==> src/shared/adc_serial_pkg.sv <==
// constants, control byte layout and state codes of the serial converter interface
`default_nettype none
package adc_serial_pkg;
    // ****************************************************************
    // clock and timing
    // ****************************************************************
    localparam int CLK_PERIOD_NS = 50;
    localparam int CONV_TIME_NS = 25000;
    localparam int RESULT_BITS = 8;
    localparam int STEP_CYCLES = CONV_TIME_NS / CLK_PERIOD_NS / RESULT_BITS;
    localparam logic [15:0] STEP_CYCLES_RST = 16'(STEP_CYCLES);
    localparam logic [3:0] EXT_MSB_FALL = 4'h2;
    localparam logic [3:0] EXT_LAST_FALL = 4'h9;
    localparam logic [3:0] INT_MSB_FALL = 4'h2;
    localparam logic [2:0] CTRL_LAST_BIT = 3'h7;

    // ****************************************************************
    // control byte fields
    // ****************************************************************
    localparam int CB_CHAN_HI = 6;
    localparam int CB_CHAN_LO = 4;
    localparam int CB_POLARITY = 3;
    localparam int CB_INPUT_CFG = 2;
    localparam int CB_POWER_KEEP = 1;
    localparam int CB_CLOCK_MODE = 0;
    localparam logic CLOCK_MODE_EXT = 1'b1;
    localparam logic CLOCK_MODE_RST = 1'b0;
    localparam logic [7:0] CTRL_BYTE_RST = 8'h00;

    // ****************************************************************
    // register port
    // ****************************************************************
    localparam int REG_AW = 4;
    localparam logic [3:0] REG_STEP = 4'h0;
    localparam logic [3:0] REG_STATUS = 4'h4;
    localparam logic [3:0] REG_RESULT = 4'h8;
    localparam logic [3:0] REG_CTRL_BYTE = 4'hC;

    // ****************************************************************
    // pin synchroniser reset levels: {shutdown_n, din, sclk, cs_n}
    // ****************************************************************
    localparam logic [3:0] PIN_SYNC_RST = 4'h9;

    typedef enum logic [3:0] {
        ST_IDLE = 4'b0001,
        ST_EXT_CONV = 4'b0010,
        ST_INT_CONV = 4'b0100,
        ST_HALT = 4'b1000
    } conv_state_t;
endpackage
`default_nettype wire

==> src/hdl/pin_sync.sv <==
// two-stage synchroniser for a group of asynchronous pins
`default_nettype none
module pin_sync
    import adc_serial_pkg::*;
#(
    parameter int W = 4,
    parameter logic [W-1:0] RST_VAL = '0
)
(
    input wire logic i_clk_sys,
    input wire logic i_rst_n,
    input wire logic [W-1:0] i_async,
    output logic [W-1:0] o_sync
);
    logic [W-1:0] meta_r;

    // first stage feeds only the second
    always_ff @(posedge i_clk_sys or negedge i_rst_n)
    begin
        if (!i_rst_n)
        begin
            meta_r <= RST_VAL;
            o_sync <= RST_VAL;
        end
        else
        begin
            meta_r <= i_async;
            o_sync <= meta_r;
        end
    end
endmodule
`default_nettype wire

==> src/hdl/sar_core.sv <==
// successive-approximation register: one bit decision per step
`default_nettype none
module sar_core
    import adc_serial_pkg::*;
#(
    parameter int W = RESULT_BITS
)
(
    input wire logic i_clk_sys,
    input wire logic i_rst_n,
    input wire logic i_start,
    input wire logic i_step,
    input wire logic [W-1:0] i_code,
    output logic o_bit,
    output logic o_done,
    output logic [W-1:0] o_result
);
    logic [W-1:0] hold_r;
    logic [W-1:0] mask_r;
    logic [W-1:0] trial;

    // comparator: keep the trial bit when the held input reaches it
    assign trial = o_result | mask_r;
    assign o_bit = (hold_r >= trial);
    assign o_done = (mask_r == '0);

    // track/hold captured at start, so the input may move during conversion
    always_ff @(posedge i_clk_sys or negedge i_rst_n)
    begin
        if (!i_rst_n)
        begin
            hold_r <= '0;
            mask_r <= '0;
            o_result <= '0;
        end
        else if (i_start)
        begin
            hold_r <= i_code;
            mask_r <= {1'b1, {(W-1){1'b0}}};
            o_result <= '0;
        end
        else if (i_step && !o_done)
        begin
            if (o_bit)
                o_result <= trial;
            mask_r <= mask_r >> 1;
        end
    end
endmodule
`default_nettype wire

==> src/hdl/adc_serial_if.sv <==
// serial control and readout of an 8-bit successive-approximation converter
`default_nettype none
module adc_serial_if
    import adc_serial_pkg::*;
(
    input wire logic i_clk_sys,
    input wire logic i_rst_n,
    input wire logic i_chip_sel_n,
    input wire logic i_serial_clk,
    input wire logic i_serial_in,
    input wire logic i_shutdown_n,
    input wire logic [RESULT_BITS-1:0] i_analog_code,
    input wire logic [REG_AW-1:0] i_reg_addr,
    input wire logic [31:0] i_reg_wdata,
    input wire logic i_reg_wr,
    input wire logic i_reg_rd,
    output logic [31:0] o_reg_rdata,
    output logic o_serial_out,
    output logic o_serial_out_oe,
    output logic o_conv_strobe,
    output logic o_conv_strobe_oe,
    output logic [2:0] o_channel_pick,
    output logic o_polarity_sel,
    output logic o_input_config_sel,
    output logic o_powered
);
    // ****************************************************************
    // pin synchronisers and edge detection
    // ****************************************************************
    logic [3:0] pins_s;
    logic cs_s, sclk_s, din_s, shutdown_n_s;
    logic sclk_d_r, cs_d_r;
    logic sclk_rise, sclk_fall, cs_rise, cs_fall;

    pin_sync #(.W(4), .RST_VAL(PIN_SYNC_RST)) u_pin_sync (
        .i_clk_sys(i_clk_sys),
        .i_rst_n(i_rst_n),
        .i_async({i_shutdown_n, i_serial_in, i_serial_clk, i_chip_sel_n}),
        .o_sync(pins_s)
    );

    assign {shutdown_n_s, din_s, sclk_s, cs_s} = pins_s;

    // previous values of the second stage only
    always_ff @(posedge i_clk_sys or negedge i_rst_n)
    begin
        if (!i_rst_n)
        begin
            sclk_d_r <= 1'b0;
            cs_d_r <= 1'b1;
        end
        else
        begin
            sclk_d_r <= sclk_s;
            cs_d_r <= cs_s;
        end
    end

    assign sclk_rise = sclk_s && !sclk_d_r;
    assign sclk_fall = !sclk_s && sclk_d_r;
    assign cs_rise = cs_s && !cs_d_r;
    assign cs_fall = !cs_s && cs_d_r;

    // ****************************************************************
    // state, control byte and start qualification
    // ****************************************************************
    conv_state_t state_r;
    logic [7:0] ctrl_r;
    logic clk_mode_r;
    logic rx_active_r, byte_pend_r;
    logic [2:0] rx_cnt_r;
    logic [7:0] rx_sh_r;
    logic msb_shown_r, toggled_r, start_ok, launch, launch_ext;
    logic [3:0] ext_k_r;
    logic [15:0] step_cfg_r, step_cnt_r;
    logic int_step, ext_step, sar_step, sar_bit, sar_done;
    logic [RESULT_BITS-1:0] sar_result, fmt_result;
    logic int_ready_r;
    logic [1:0] post_cnt_r;
    logic [RESULT_BITS-1:0] out_sh_r, result_r;
    logic strobe_r, dout_r;
    logic conv_end;

    // start bit allowed when idle, once the msb is out, or after a cs toggle
    assign start_ok = shutdown_n_s && (state_r == ST_IDLE || msb_shown_r || toggled_r);
    // conversion begins on the fall that follows the eighth control bit
    assign launch = byte_pend_r && sclk_fall && !cs_s && shutdown_n_s;
    assign launch_ext = rx_sh_r[CB_CLOCK_MODE] == CLOCK_MODE_EXT;

    // input shifter: leading zeros ignored, cs high clears the detector
    always_ff @(posedge i_clk_sys or negedge i_rst_n)
    begin
        if (!i_rst_n)
        begin
            rx_active_r <= 1'b0;
            rx_cnt_r <= 3'h0;
            rx_sh_r <= CTRL_BYTE_RST;
            byte_pend_r <= 1'b0;
        end
        else if (cs_s)
        begin
            rx_active_r <= 1'b0;
            rx_cnt_r <= 3'h0;
            byte_pend_r <= 1'b0;
        end
        else if (sclk_rise)
        begin
            if (!rx_active_r)
            begin
                if (din_s && start_ok)
                begin
                    rx_active_r <= 1'b1;
                    rx_sh_r <= 8'h01;
                    rx_cnt_r <= 3'h1;
                end
            end
            else
            begin
                rx_sh_r <= {rx_sh_r[6:0], din_s};
                rx_cnt_r <= rx_cnt_r + 3'h1;
                if (rx_cnt_r == CTRL_LAST_BIT)
                begin
                    rx_active_r <= 1'b0;
                    byte_pend_r <= 1'b1;
                end
            end
        end
        else if (launch)
            byte_pend_r <= 1'b0;
    end

    // abort marker: a cs toggle during a conversion frees the start detector
    always_ff @(posedge i_clk_sys or negedge i_rst_n)
    begin
        if (!i_rst_n)
            toggled_r <= 1'b0;
        else if (cs_rise && state_r != ST_IDLE)
            toggled_r <= 1'b1;
        else if (launch)
            toggled_r <= 1'b0;
    end

    // control byte fields latched at launch
    always_ff @(posedge i_clk_sys or negedge i_rst_n)
    begin
        if (!i_rst_n)
        begin
            ctrl_r <= CTRL_BYTE_RST;
            clk_mode_r <= CLOCK_MODE_RST;
        end
        else if (launch)
        begin
            ctrl_r <= rx_sh_r;
            clk_mode_r <= launch_ext;
        end
    end

    assign o_channel_pick = ctrl_r[CB_CHAN_HI:CB_CHAN_LO];
    assign o_polarity_sel = ctrl_r[CB_POLARITY];
    assign o_input_config_sel = ctrl_r[CB_INPUT_CFG];

    // ****************************************************************
    // conversion sequencing
    // ****************************************************************
    assign ext_step = state_r == ST_EXT_CONV && sclk_fall && !cs_s && !launch
        && ext_k_r >= (EXT_MSB_FALL - 4'h1);
    assign int_step = state_r == ST_INT_CONV && step_cnt_r == 16'h0001 && !sar_done;
    assign sar_step = ext_step || int_step;
    assign conv_end = (state_r == ST_EXT_CONV && ext_step && ext_k_r == EXT_LAST_FALL - 4'h1)
        || (state_r == ST_INT_CONV && sar_done);
    // bipolar results leave as two's complement
    assign fmt_result = sar_result ^ {ctrl_r[CB_POLARITY] ? 1'b0 : 1'b1, {(RESULT_BITS-1){1'b0}}};

    // main state: a new launch always wins, which is also the abort path
    always_ff @(posedge i_clk_sys or negedge i_rst_n)
    begin
        if (!i_rst_n)
        begin
            state_r <= ST_IDLE;
            ext_k_r <= 4'h0;
        end
        else if (!shutdown_n_s)
            state_r <= ST_HALT;
        else if (launch)
        begin
            state_r <= launch_ext ? ST_EXT_CONV : ST_INT_CONV;
            ext_k_r <= 4'h0;
        end
        else
        begin
            case (state_r)
                ST_IDLE: state_r <= ST_IDLE;
                ST_EXT_CONV:
                begin
                    if (sclk_fall && !cs_s)
                        ext_k_r <= ext_k_r + 4'h1;
                    if (conv_end)
                        state_r <= ST_IDLE;
                end
                ST_INT_CONV:
                begin
                    if (conv_end)
                        state_r <= ST_IDLE;
                end
                ST_HALT: state_r <= ST_IDLE;
                default: state_r <= ST_IDLE;
            endcase
        end
    end

    // internal conversion clock: one step enable per divider wrap
    always_ff @(posedge i_clk_sys or negedge i_rst_n)
    begin
        if (!i_rst_n)
            step_cnt_r <= STEP_CYCLES_RST;
        else if (launch || step_cnt_r == 16'h0001 || step_cnt_r == 16'h0000)
            step_cnt_r <= step_cfg_r;
        else
            step_cnt_r <= step_cnt_r - 16'h0001;
    end

    sar_core #(.W(RESULT_BITS)) u_sar (
        .i_clk_sys(i_clk_sys),
        .i_rst_n(i_rst_n),
        .i_start(launch),
        .i_step(sar_step),
        .i_code(i_analog_code),
        .o_bit(sar_bit),
        .o_done(sar_done),
        .o_result(sar_result)
    );

    // power follows start bits; without power_keep_bit it drops after one result
    always_ff @(posedge i_clk_sys or negedge i_rst_n)
    begin
        if (!i_rst_n)
            o_powered <= 1'b0;
        else if (!shutdown_n_s)
            o_powered <= 1'b0;
        else if (sclk_rise && !cs_s && !rx_active_r && din_s && start_ok)
            o_powered <= 1'b1;
        else if (conv_end && !ctrl_r[CB_POWER_KEEP])
            o_powered <= 1'b0;
    end

    // ****************************************************************
    // strobe and serial output
    // ****************************************************************
    // strobe: high two periods in external mode, low while converting internally
    always_ff @(posedge i_clk_sys or negedge i_rst_n)
    begin
        if (!i_rst_n)
            strobe_r <= 1'b1;
        else if (launch)
            strobe_r <= launch_ext;
        else if (state_r == ST_INT_CONV && sar_done)
            strobe_r <= 1'b1;
        else if (state_r == ST_EXT_CONV && sclk_fall && !cs_s && ext_k_r == EXT_MSB_FALL - 4'h1)
            strobe_r <= 1'b0;
        else if (cs_fall && clk_mode_r == CLOCK_MODE_EXT)
            strobe_r <= 1'b0;
    end

    // finished internal result waits in its own register until read
    always_ff @(posedge i_clk_sys or negedge i_rst_n)
    begin
        if (!i_rst_n)
        begin
            int_ready_r <= 1'b0;
            post_cnt_r <= 2'h0;
            out_sh_r <= '0;
        end
        else if (launch)
            int_ready_r <= 1'b0;
        else if (state_r == ST_INT_CONV && sar_done)
        begin
            int_ready_r <= 1'b1;
            post_cnt_r <= 2'h0;
            out_sh_r <= fmt_result;
        end
        else if (int_ready_r && sclk_fall && !cs_s)
        begin
            if (post_cnt_r != INT_MSB_FALL[1:0])
                post_cnt_r <= post_cnt_r + 2'h1;
            if (post_cnt_r + 2'h1 >= INT_MSB_FALL[1:0])
                out_sh_r <= {out_sh_r[RESULT_BITS-2:0], 1'b0};
        end
    end

    // output data changes only on falling edges; zeros once the bits run out
    always_ff @(posedge i_clk_sys or negedge i_rst_n)
    begin
        if (!i_rst_n)
        begin
            dout_r <= 1'b0;
            msb_shown_r <= 1'b0;
        end
        else if (sclk_fall && !cs_s)
        begin
            if (launch)
            begin
                dout_r <= 1'b0;
                msb_shown_r <= 1'b0;
            end
            else if (ext_step)
            begin
                dout_r <= (ext_k_r == EXT_MSB_FALL - 4'h1) ? sar_bit ^ !ctrl_r[CB_POLARITY] : sar_bit;
                if (ext_k_r == EXT_MSB_FALL - 4'h1)
                    msb_shown_r <= 1'b1;
            end
            else if (int_ready_r && post_cnt_r + 2'h1 >= INT_MSB_FALL[1:0])
            begin
                dout_r <= out_sh_r[RESULT_BITS-1];
                msb_shown_r <= 1'b1;
            end
            else
                dout_r <= 1'b0;
        end
    end

    assign o_serial_out = dout_r;
    assign o_conv_strobe = strobe_r;
    assign o_serial_out_oe = !cs_s;
    // internal mode keeps the strobe driven so an idle host can still poll it
    assign o_conv_strobe_oe = (clk_mode_r == CLOCK_MODE_EXT) ? !cs_s : 1'b1;

    // ****************************************************************
    // register port
    // ****************************************************************
    // result copy for software, updated once per conversion
    always_ff @(posedge i_clk_sys or negedge i_rst_n)
    begin
        if (!i_rst_n)
            result_r <= '0;
        else if (conv_end)
            result_r <= (state_r == ST_EXT_CONV) ? fmt_result ^ {7'h00, sar_bit} : fmt_result;
    end

    // step divider is writable; zero would stall the divider, so it is raised to one
    always_ff @(posedge i_clk_sys or negedge i_rst_n)
    begin
        if (!i_rst_n)
            step_cfg_r <= STEP_CYCLES_RST;
        else if (i_reg_wr && i_reg_addr == REG_STEP)
            step_cfg_r <= (i_reg_wdata[15:0] == 16'h0000) ? 16'h0001 : i_reg_wdata[15:0];
    end

    // read data appear the cycle after the strobe; unmapped reads give zero
    always_ff @(posedge i_clk_sys or negedge i_rst_n)
    begin
        if (!i_rst_n)
            o_reg_rdata <= 32'h0000_0000;
        else if (i_reg_rd)
        begin
            case (i_reg_addr)
                REG_STEP: o_reg_rdata <= {16'h0000, step_cfg_r};
                REG_STATUS: o_reg_rdata <= {24'h00_0000, state_r, o_powered, clk_mode_r, int_ready_r, strobe_r};
                REG_RESULT: o_reg_rdata <= {24'h00_0000, result_r};
                REG_CTRL_BYTE: o_reg_rdata <= {24'h00_0000, ctrl_r};
                default: o_reg_rdata <= 32'h0000_0000;
            endcase
        end
        else
            o_reg_rdata <= 32'h0000_0000;
    end
endmodule
`default_nettype wire

==> config.mk <==
export PLATFORM = sky130hd
export DESIGN_NAME = adc_serial_if
export DESIGN_NICKNAME = d
export VERILOG_FILES = /design/src/shared/adc_serial_pkg.sv /design/src/hdl/pin_sync.sv /design/src/hdl/sar_core.sv /design/src/hdl/adc_serial_if.sv
export SDC_FILE = /design/constraint.sdc
export NUM_CORES = 1
export LEC_CHECK = 0
export ABC_AREA = 1
export BUFFER_PORTS_ARGS = -buffer_cell sky130_fd_sc_hd__clkbuf_2
export CORE_ASPECT_RATIO = 0.6
export CORE_MARGIN = 2
export CORE_UTILIZATION = 52
export CTS_CLUSTER_DIAMETER = 60
export DETAILED_ROUTE_END_ITERATION = 8
export PLACE_DENSITY = 0.79
export SLEW_MARGIN = 20
export SYNTH_ARGS = -nofsm -noshare
export SYNTH_HDL_FRONTEND = slang
export SYNTH_SLANG_ARGS = --single-unit
==> constraint.sdc <==
create_clock -name i_clk_sys -period 1.7 [get_ports i_clk_sys]
set_input_delay 0.34 -clock i_clk_sys [delete_from_list [all_inputs] [get_ports i_clk_sys]]
set_output_delay 0.34 -clock i_clk_sys [all_outputs]
set_load 0.02 [all_outputs]
# Word-level counts from Yosys, hierarchy flattened
# Index checks and enable logic that the tools add are counted.
# totals
ff_bits	136
out_inout_bits	42
elab_cells	192
in_bits	52
# op_classes
bitwise	6
add_sub_neg	4
eq_ne	17
reduce_logical	75
order_cmp	3
n_mux	60
# ops
op	count
8-bit 2-to-1 mux	11
16-bit one-hot mux with 4 select lines	1
16-bit 2-to-1 mux	3
1-bit logical AND	32
16-bit zero test	2
1-bit 2-to-1 mux	30
4-bit 2-to-1 mux	7
2-bit nonzero test	11
3-bit AND reduction	6
16-bit by 1-bit == test with 1-bit output, second input constant	1
16-bit by 1-bit subtractor with 16-bit output, second input constant	1
3-bit 2-to-1 mux	5
4-bit == test, second input constant	3
1-bit zero test	9
3-bit nonzero test	3
4-bit by 1-bit == test with 1-bit output, second input constant	2
4-bit by 3-bit == test with 1-bit output, second input constant	2
8-bit >= comparator	1
8-bit zero test	1
8-bit OR	1
8-bit by 1-bit XOR with 8-bit output	1
8-bit XOR	1
1-bit logical OR	6
2-bit 2-to-1 mux	3
other kinds (19)	22

# Depth between registers and ports, before layout
# Gate-level depths: netlist of run 1.
# logic_depth
ltp_word	15
depth_mapped	14
ltp_nobuf	13

# Cells and area by module
# A second synthesis of run 1 with hierarchy kept.
# unflattened
cells_unflattened	796
hier_area_um2	6680.2
# by_module_without_submodules
mod	cells_per_inst	area_per_inst_um2	n_inst	seq_area_each_um2
adc_serial_if	633	5230.0	1	2593.7
sar_core	155	1244.9	1	600.6
pin_sync	8	205.2	1	205.2

# Worst setup path before layout of run 1
# No wires, ideal clock.
# synth_timing
kind	register to register
from	reg u_sar.mask_r[0]
to	reg dout_r, in the netlist o_serial_out
setup_time_ns	0.116
slack_ns	-0.008
arrival_time_ns	1.592
required_time_ns	1.584
stages_incl_launch_ff	14
synth_period_minus_slack_ns	1.708
n_path_buf	1
path_cell_list	dfrtp_1 > or2_2 > ha_1 > nand2_1 > nor2_1 > nor2_1 > nand2_1 > nand2_1 > nand2_1 > buf_2 > nand2_1 > nand3_1 > nand2_1 > nand2_1
# synth_between
elab_chain_len	6
# synth_rtl
element	line	rtl
from (decl)	sar_core.sv:19	logic [W-1:0] mask_r;
from (signal assigned)	sar_core.sv:39	mask_r <= {1'b1, {(W-1){1'b0}}};
from (signal assigned)	sar_core.sv:46	mask_r <= mask_r >> 1;
8-bit OR *	sar_core.sv:23	assign trial = o_result | mask_r;
8-bit >= comparator *	sar_core.sv:24	assign o_bit = (hold_r >= trial);
1-bit XOR	adc_serial_if.sv:307	dout_r <= (ext_k_r == EXT_MSB_FALL - 4'h1) ? sar_bit ^ !ctrl_r[CB_POLARITY] : sar_bit;
1-bit 2-to-1 mux *	adc_serial_if.sv:307	
1-bit 2-to-1 mux *	adc_serial_if.sv:305	else if (ext_step)
1-bit 2-to-1 mux *	adc_serial_if.sv:300	if (launch)
to (signal assigned)	adc_serial_if.sv:307	
to (signal assigned)	adc_serial_if.sv:313	dout_r <= out_sh_r[RESULT_BITS-1];
to (decl)	adc_serial_if.sv:81	logic strobe_r, dout_r;
# Every way passes the cells marked *; elsewhere a longest branch is shown, timed or not.
# A chain may end at the register's enable or synchronous reset.

# Worst setup path after layout of run 1
# layout_timing
from	reg u_sar.mask_r[0]
to	reg u_sar.o_result[5]
# layout_between
elab_chain_len	7
elab_cells_between_ends	10
classes_between	order compare (1); bitwise (1); reduce/logical (8)
# layout_rtl
element	line	rtl
parallel branches: the longest is 6 deep, another holds 8-bit >= comparator	n/a	
2-bit AND reduction (no line) *	n/a	
to (signal assigned)	sar_core.sv:45	o_result <= trial;
to (decl)	sar_core.sv:16	output logic [W-1:0] o_result
# Every way passes the cells marked *.

==> results of run 1 <==
==> stage by stage <==
stage,worst slack [ns],TNS (ns),utilization
after floorplan,0.0129,0,-
after global placement,-0.136,-1.05,0.590
after detailed placement,-0.172,-1.38,0.590
after CTS,-0.0943,-0.638,0.637
after global routing,-0.149,-1.37,0.653
final,-0.0510,-0.381,0.653
==> critical path: cells and delay by family, from the launching register on <==
family / cells / cell delay, ns
adders and majority gates: 1 / 0.23
buffers and inverters: 1 / 0.14
DFF: 1 / 0.38
and+or+nand+nor: 9 / 0.88
==> routing by layer <==
| layer | wire [um] | GRT usage | vias up | share of wire |
|---|---|---|---|---|
| met2 | 7410 | 0.363 | 238 | 0.43 |
| met4 | 242 | 0.0653 | 0 | 0.014 |
| met1 | 8100 | 0.392 | 2738 | 0.47 |
| met3 | 1320 | 0.0607 | 31 | 0.077 |
| met5 | 0 | 0 | - | 0 |
| li1 | - | - | 2777 | - |
==> path summary, 6_finish.rpt <==
| path | to | slack, ns | start | depth (start not counted) |
|---|---|---|---|---|
| max in group asynchronous | step_cnt_r[3] | 0.68 | i_rst_n | 3 |
| worst max-delay path | u_sar.o_result[5] | -0.05 | u_sar.mask_r[0] | 11 |
| worst min register to register | u_pin_sync.o_sync[2] | 0.35 | u_pin_sync.meta_r[2] | 0 |
| min in group asynchronous | rx_cnt_r[1] | 0.40 | i_rst_n | 2 |
| worst max register to register | u_sar.o_result[5] | -0.05 | u_sar.mask_r[0] | 11 |
| worst min-delay path | u_pin_sync.meta_r[2] | 0.03 | i_serial_in | 1 |
==> logic make-up (layout without fill, tap and decap cells) <==
kind of cell / Yosys count / in the layout / synth area share
and+or+nand+nor: 408 / 409 / 0.262
buffers and inverters: 141 / 263 / 0.0966
DFF: 135 / 135 / 0.509
AOI/OAI and AO/OA: 94 / 94 / 0.0818
adders and majority gates: 17 / 17 / 0.0318
xor gates and xnor gates: 13 / 13 / 0.0170
other: 1 / 16 / 0.000561
muxes: 1 / 1 / 0.00168
==> cell usage after synthesis, drive strengths merged, types with 2 or more instances <==
library cell / instances
inv: 105
buf: 34
clkbuf: 2
a31oi: 2
ha: 17
dfstp: 17
nor4: 2
nand3: 46
nand2: 257
o21ai: 63
a21oi: 13
nor2: 80
xor2: 8
o22ai: 8
nor3: 6
xnor2: 5
o2bb2ai: 2
dfrtp: 118
nand4: 14
==> sequential cells by signal, indices dropped and copies added (netlist names), 2 cells and up <==
| register | flops |
|---|---|
| u_pin_sync.o_sync | 4 |
| step_cnt_r | 16 |
| rx_sh_r | 8 |
| u_sar.mask_r | 8 |
| u_sar.o_result | 8 |
| result_r | 8 |
| ext_k_r | 4 |
| o_reg_rdata | 16 |
| rx_cnt_r | 3 |
| post_cnt_r | 2 |
| u_pin_sync.meta_r | 4 |
| out_sh_r | 8 |
| ctrl_r | 8 |
| step_cfg_r | 16 |
| u_sar.hold_r | 8 |
| state_r | 4 |
==> repair_timing <==
action                                  in CTS  in global routing
hold buffers                                 2                  1
pin swaps                                    8                 19
endpoints found under the setup margin      14                 64
gates resized for setup                      9                 39
hold endpoints to repair                    32                  1
gates cloned                                 0                  1
buffers inserted                             2                  4
==> power by group through the flow <==
stage	registers, mW	clock network (mW)	logic, mW
floorplan	3.82	0	0.778
global placement	3.89	0	1.04
detailed placement	3.90	0	1.08
CTS	3.86	3.36	1.11
global route	3.91	3.53	1.34
finish	3.87	3.32	1.19
==> final cells by class <==
class / instances / area (um2) / area share
clock buffers: 22 / 444 / 0.0536
clock inverters: 10 / 82.6 / 0.00997
inverters: 105 / 398 / 0.0480
multi-input cells: 550 / 2850 / 0.344
flip-flops and latches: 135 / 3400 / 0.410
well taps: 170 / 213 / 0.0257
repair buffers: 126 / 898 / 0.108
==> qor.log, run 1 <==
[synthesis] area share of the largest cell type after synthesis 0.442
[timing] final number of hold-violating endpoints 0
[worst_setup_path] critical path required time 2.00 ns
[pwr] Max rail drop VDD 687 uV
[clocking] H-tree depth reported by CTS 4
[final_layout] nets@finish 1004
[place] post-placement cell area 7480 um2
[place] half-perimeter wire length after detailed placement 11900 um
[worst_setup_path] Critical Path Max Stage Delay 0.38 ns
[clocking] insertion delay to the later sink of the worst-skew pair 0.42 ns
[routing] wire length per cell 15.3 um
[routing] average via count per standard cell 5.17
[synthesis] #FFs+latches synth 135
[place] number of buffer cells added on primary ports 61
[final_layout] leading cell type in the layout, fill and taps excluded nand2_1
[synthesis] syn avg cell area 8.25 um2
[clocking] clock root buffer clkbuf_16
[floorplanning] vertical die dimension 91.8 um
[worst_setup_path] Arrival @ worst endpoint 2.05 ns
[global_route] remaining global-route overflow 0
[routing] DRT antenna net count 0
[final_layout] post-route insts no fill 1118
[worst_setup_path] highest net fanout along the worst path 8
[pwr] switching share of power 0.279
[timing] setup repair after global routing missed its margin yes
[timing] crit share post-route 1.03
[place] placed cell count 1076
[clocking] deepest clock path buffer count 2
[final_layout] synthesis-to-layout area growth 24.0%
[timing] PnR worst setup slack -0.0510 ns
[final_layout] Finished Cell Area 8290 um2
[synthesis] register area share after synthesis 0.509
[global_route] vias in the first global route 5413
[synthesis] Distinct cells, synth 42
[floorplanning] area of the die 13800 um2
[synthesis] main area contributors after synthesis dfrtp_1 44%, nand2_1 14%, dfstp_2 6.7%, inv_1 5.7%, nor2_1 4.0%
[routing] detailed-route via count 5784
[job] max-cap check violation count 0
[clocking] number of sinks driven by the clock tree 135
[clocking] TritonCTS clock tree yes
[routing] Detailed Route WL 17100 um
[global_route] first-pass GRT wire length 27200 um
[pwr] internal power 6.04 mW
[pwr] PwrDens 1010 nW/um2
[pwr] net switching power 2.34 mW
[timing] Setup Skew 0.00959 ns
[floorplanning] row count 32
[pwr] Clk pwr share 0.397
[routing] count of unresolved DRC violations after routing 0
[timing] Peak Freq 571 MHz
[global_route] global routing usage summed across all routing layers 0.256
[floorplanning] starting utilization of the core area 0.527
[timing] final-report max-slew violation count 0
[floorplanning] core footprint 12700 um2
[worst_setup_path] standard cell with the maximum stage delay on the critical path dfrtp_1
[pwr] Gate power share 0.142
[clocking] clock transition at the register clock pins on the worst setup and hold paths after CTS 0.06 ns
[synthesis] largest area contributor in the netlist dfrtp_1
[floorplanning] x dimension of the die 150 um
[min_path] worst min-delay path class primary input to register
[global_route] maximum number of pins on one net before global-route repair 44
[synthesis] share of synthesized flip-flops with an asynchronous set or reset 1.00
[synthesis] post-synth design cell area 6680 um2
[pwr] part of the power in registers 0.462
[synthesis] total number of yosys warnings 0
[synthesis] most instantiated flip-flop cell in the synthesis netlist dfrtp_1
[synthesis] number of standard cells after synthesis 810
[worst_setup_path] startpoint types register
[outcome] result of the run finished, violations left
[worst_setup_path] element type at the critical path end register
[worst_setup_path] worst-path cell chain or2_4, ha_4, nand2_2, nor2_1, nor2_1, nand2_2, nand2_4, nand2_4, buf_6, nand4_1, nand2_1
[synthesis] number of flops mapped to enable cells by yosys 0
[worst_setup_path] Critical Setup Path Class register to register
[final_layout] fraction of final layout cells sized beyond drive strength 1 0.239
[final_layout] final antenna diode count 0
[timing] post-route minimum period 1.75 ns
[final_layout] most frequent cells in the layout 239 x nand2_1, 118 x dfrtp_1, 99 x inv_1
[timing] final worst hold slack 0.0310 ns
[outcome] violated checks setup timing
[global_route] initial antenna violation count 0
[final_layout] number of inserted filler cells in the final layout 980
[routing] number of violations reported at the end of detailed-routing iteration 0 510
[pwr] LEAKAGE 4.23 nW
[routing] first-pass iteration count of the detailed router 7
[pwr] Final Power 8.38 mW
[place] Placer Congestion 0.909
[timing] number of setup violations in the final report 10
[floorplanning] Top-Level Pins 94
[clocking] Inserted Clock Buffers 17
Note: power is estimated with default switching activity, not from simulation.
==> inputs of run 2 (changes only) <==
CORE_UTILIZATION = 60   (was 52)
PLACE_DENSITY = 0.86   (was 0.79)
clock period = 2.1 ns   (was 1.7 ns; I/O delays follow)
==> run 2 against run 1 <==
Effect of this change:
- the run now ends clean
- combinational power is 27% lower
- sequential power is 19% lower
- clock power is 14% lower
- register-to-register slack better by 0.22 ns
- non-clock buffer count is 49 lower
- critical path depth stayed put
- worst setup slack better by 0.22 ns
- critical path type unchanged
==> qor.log, run 2 (synthesis gave the netlist of run 1 again) <==
[final_layout] biggest registers after layout o_reg_rdata x16, step_cfg_r x16, step_cnt_r x16
[place] placed cell count 1004
[floorplanning] x dimension of the die 140 um
[worst_setup_path] Arrival @ worst endpoint 2.24 ns
[clocking] number of buffers inserted by post-CTS setup repair 0
[timing] Tightest Pin Transition 0.643 ns
[routing] DRT antenna net count 0
[routing] detailed-route via count 5644
[final_layout] nets@finish 954
[job] max-cap check violation count 0
[clocking] clock root buffer clkbuf_16
[floorplanning] core footprint 10700 um2
[min_path] worst min-delay path class primary input to register
[pwr] LEAKAGE 3.95 nW
[worst_setup_path] element type at the critical path end register
[final_layout] post-route insts no fill 1037
[global_route] global routing usage summed across all routing layers 0.298
[global_route] maximum number of pins on one net before global-route repair 49
[worst_setup_path] Critical Path Max Stage Delay 0.39 ns
[routing] wire length per cell 16.1 um
[global_route] first-pass GRT wire length 27400 um
[routing] average via count per standard cell 5.44
[final_layout] multi-input combinational cell area 2700 um2
[final_layout] most frequent cells in the layout 246 x nand2_1, 118 x dfrtp_1, 101 x inv_1
[timing] setup repair after global routing missed its margin no
[pwr] Final Power 6.84 mW
[timing] Max-Slew Margin vs Limit 0.570
[worst_setup_path] startpoint types register
[pwr] net switching power 1.93 mW
[final_layout] combined flip-flop and latch cell area 3400 um2
[place] number of buffer cells added on primary ports 61
[final_layout] synthesis-to-layout area growth 15.1%
[pwr] internal power 4.92 mW
[global_route] layer carrying the most global-route usage met2
[routing] number of violations reported at the end of detailed-routing iteration 0 526
[clocking] TritonCTS clock tree yes
[final_layout] leading cell type in the layout, fill and taps excluded nand2_1
[clocking] Inserted Clock Buffers 17
[global_route] met2 layer usage reported by global route 0.449
[final_layout] fraction of final layout cells sized beyond drive strength 1 0.177
[pwr] part of the power in registers 0.458
[worst_setup_path] Worst path top cell family by delay simple AND/OR/NAND/NOR gates
[worst_setup_path] standard cell with the maximum stage delay on the critical path dfrtp_1
[worst_setup_path] sum of buffers and inverters on the critical path 0
[final_layout] number of inserted filler cells in the final layout 795
[timing] final total negative setup slack 0 ns
[worst_setup_path] critical path required time 2.41 ns
[timing] Peak Freq 517 MHz
[outcome] result of the run finished clean
[final_layout] final antenna diode count 0
[global_route] met1 usage 0.424
[routing] first-pass iteration count of the detailed router 5
[timing] Setup Skew 0.00771 ns
[timing] final-report max-slew violation count 0
[global_route] initial antenna violation count 0
[worst_setup_path] Critical Setup Path Class register to register
[timing] final number of hold-violating endpoints 0
[place] Placer Congestion 0.920
[timing] crit share post-route 0.921
[place] half-perimeter wire length after detailed placement 11600 um
[floorplanning] vertical die dimension 85.7 um
[floorplanning] area of the die 12000 um2
[pwr] Max rail drop VDD 629 uV
[worst_setup_path] highest net fanout along the worst path 11
[pwr] Clk pwr share 0.415
[clocking] clock transition at the register clock pins on the worst setup and hold paths after CTS 0.06 ns
[routing] count of unresolved DRC violations after routing 0
[pwr] Gate power share 0.128
[routing] Detailed Route WL 16700 um
[clocking] number of sinks driven by the clock tree 135
[clocking] H-tree depth reported by CTS 4
[floorplanning] starting utilization of the core area 0.624
[clocking] deepest clock path buffer count 2
[global_route] vias in the first global route 5473
[floorplanning] row count 29
[timing] number of setup violations in the final report 0
[worst_setup_path] worst-path cell chain or2_2, ha_1, nand2_1, nor2_1, nor2_1, nand2_1, nand2_1, nand2_4, nand3_1, nand3_1, nand2_1
[global_route] remaining global-route overflow 0
[clocking] insertion delay to the later sink of the worst-skew pair 0.42 ns
[floorplanning] Top-Level Pins 94
[global_route] met3 demand-to-capacity share in global routing 0.0771
[pwr] PwrDens 889 nW/um2
[pwr] switching share of power 0.281
[timing] post-route minimum period 1.93 ns
[worst_setup_path] Most common cell on crit path nand2_1
==> run 2: area by class of cell <==
| type | count | share of cell area |
|---|---|---|
| sequential | 135 | 0.442 |
| multi-input combinational | 549 | 0.351 |
| clock buffer | 22 | 0.0603 |
| timing repair buffer | 77 | 0.0597 |
| inverter | 105 | 0.0512 |
| tap | 139 | 0.0226 |
| clock inverter | 10 | 0.0132 |
==> run 2: power groups by stage <==
| stage | Combinational, mW | Sequential, mW | Clock (mW) |
|---|---|---|---|
| 2_1_floorplan | 0.629 | 3.09 | 0 |
| 3_3_place_gp | 0.815 | 3.15 | 0 |
| 3_5_place_dp | 0.849 | 3.16 | 0 |
| 4_1_cts | 0.865 | 3.12 | 2.84 |
| 5_1_grt | 0.996 | 3.16 | 2.94 |
| 6_report | 0.872 | 3.13 | 2.84 |
==> run 2: per-layer routing <==
| metal | wire length (um) | vias to the layer above |
|---|---|---|
| li1 | - | 2672 |
| met1 | 7500 | 2668 |
| met2 | 7400 | 267 |
| met3 | 1480 | 37 |
| met4 | 328 | 0 |
| met5 | 0 | - |
==> run 2: through the flow <==
stage,setup WS (ns),util,hold WS [ns],cell area [um2]
after global placement,0.139,0.664,0.332,7110
after global routing,0.0134,0.719,0.0649,7690
after floorplan,0.392,-,0.124,6740
final,0.167,0.719,0.0748,7690
after CTS,0.0292,0.718,0.0663,7690
after detailed placement,0.104,0.664,0.347,7110
==> run 2: final timing paths <==
path	from	end	slack, ns	cells after the start
setup reg to reg	u_sar.mask_r[0]	result_r[0]	0.17	11
setup / recovery	u_sar.mask_r[0]	result_r[0]	0.17	11
max in group asynchronous	i_rst_n	u_pin_sync.o_sync[3]	0.94	3
hold / removal	i_chip_sel_n	u_pin_sync.meta_r[0]	0.07	1
min in group asynchronous	i_rst_n	o_reg_rdata[11]	0.50	2
hold reg to reg	u_pin_sync.meta_r[0]	u_pin_sync.o_sync[0]	0.36	0
==> run 2: repair_timing <==
action | 4_1_cts | 5_1_grt
endpoints found under the setup margin | 0 | 10
endpoints found under the hold margin | 38 | 0
hold buffers | 1 | 0
gates resized for setup | 0 | 2
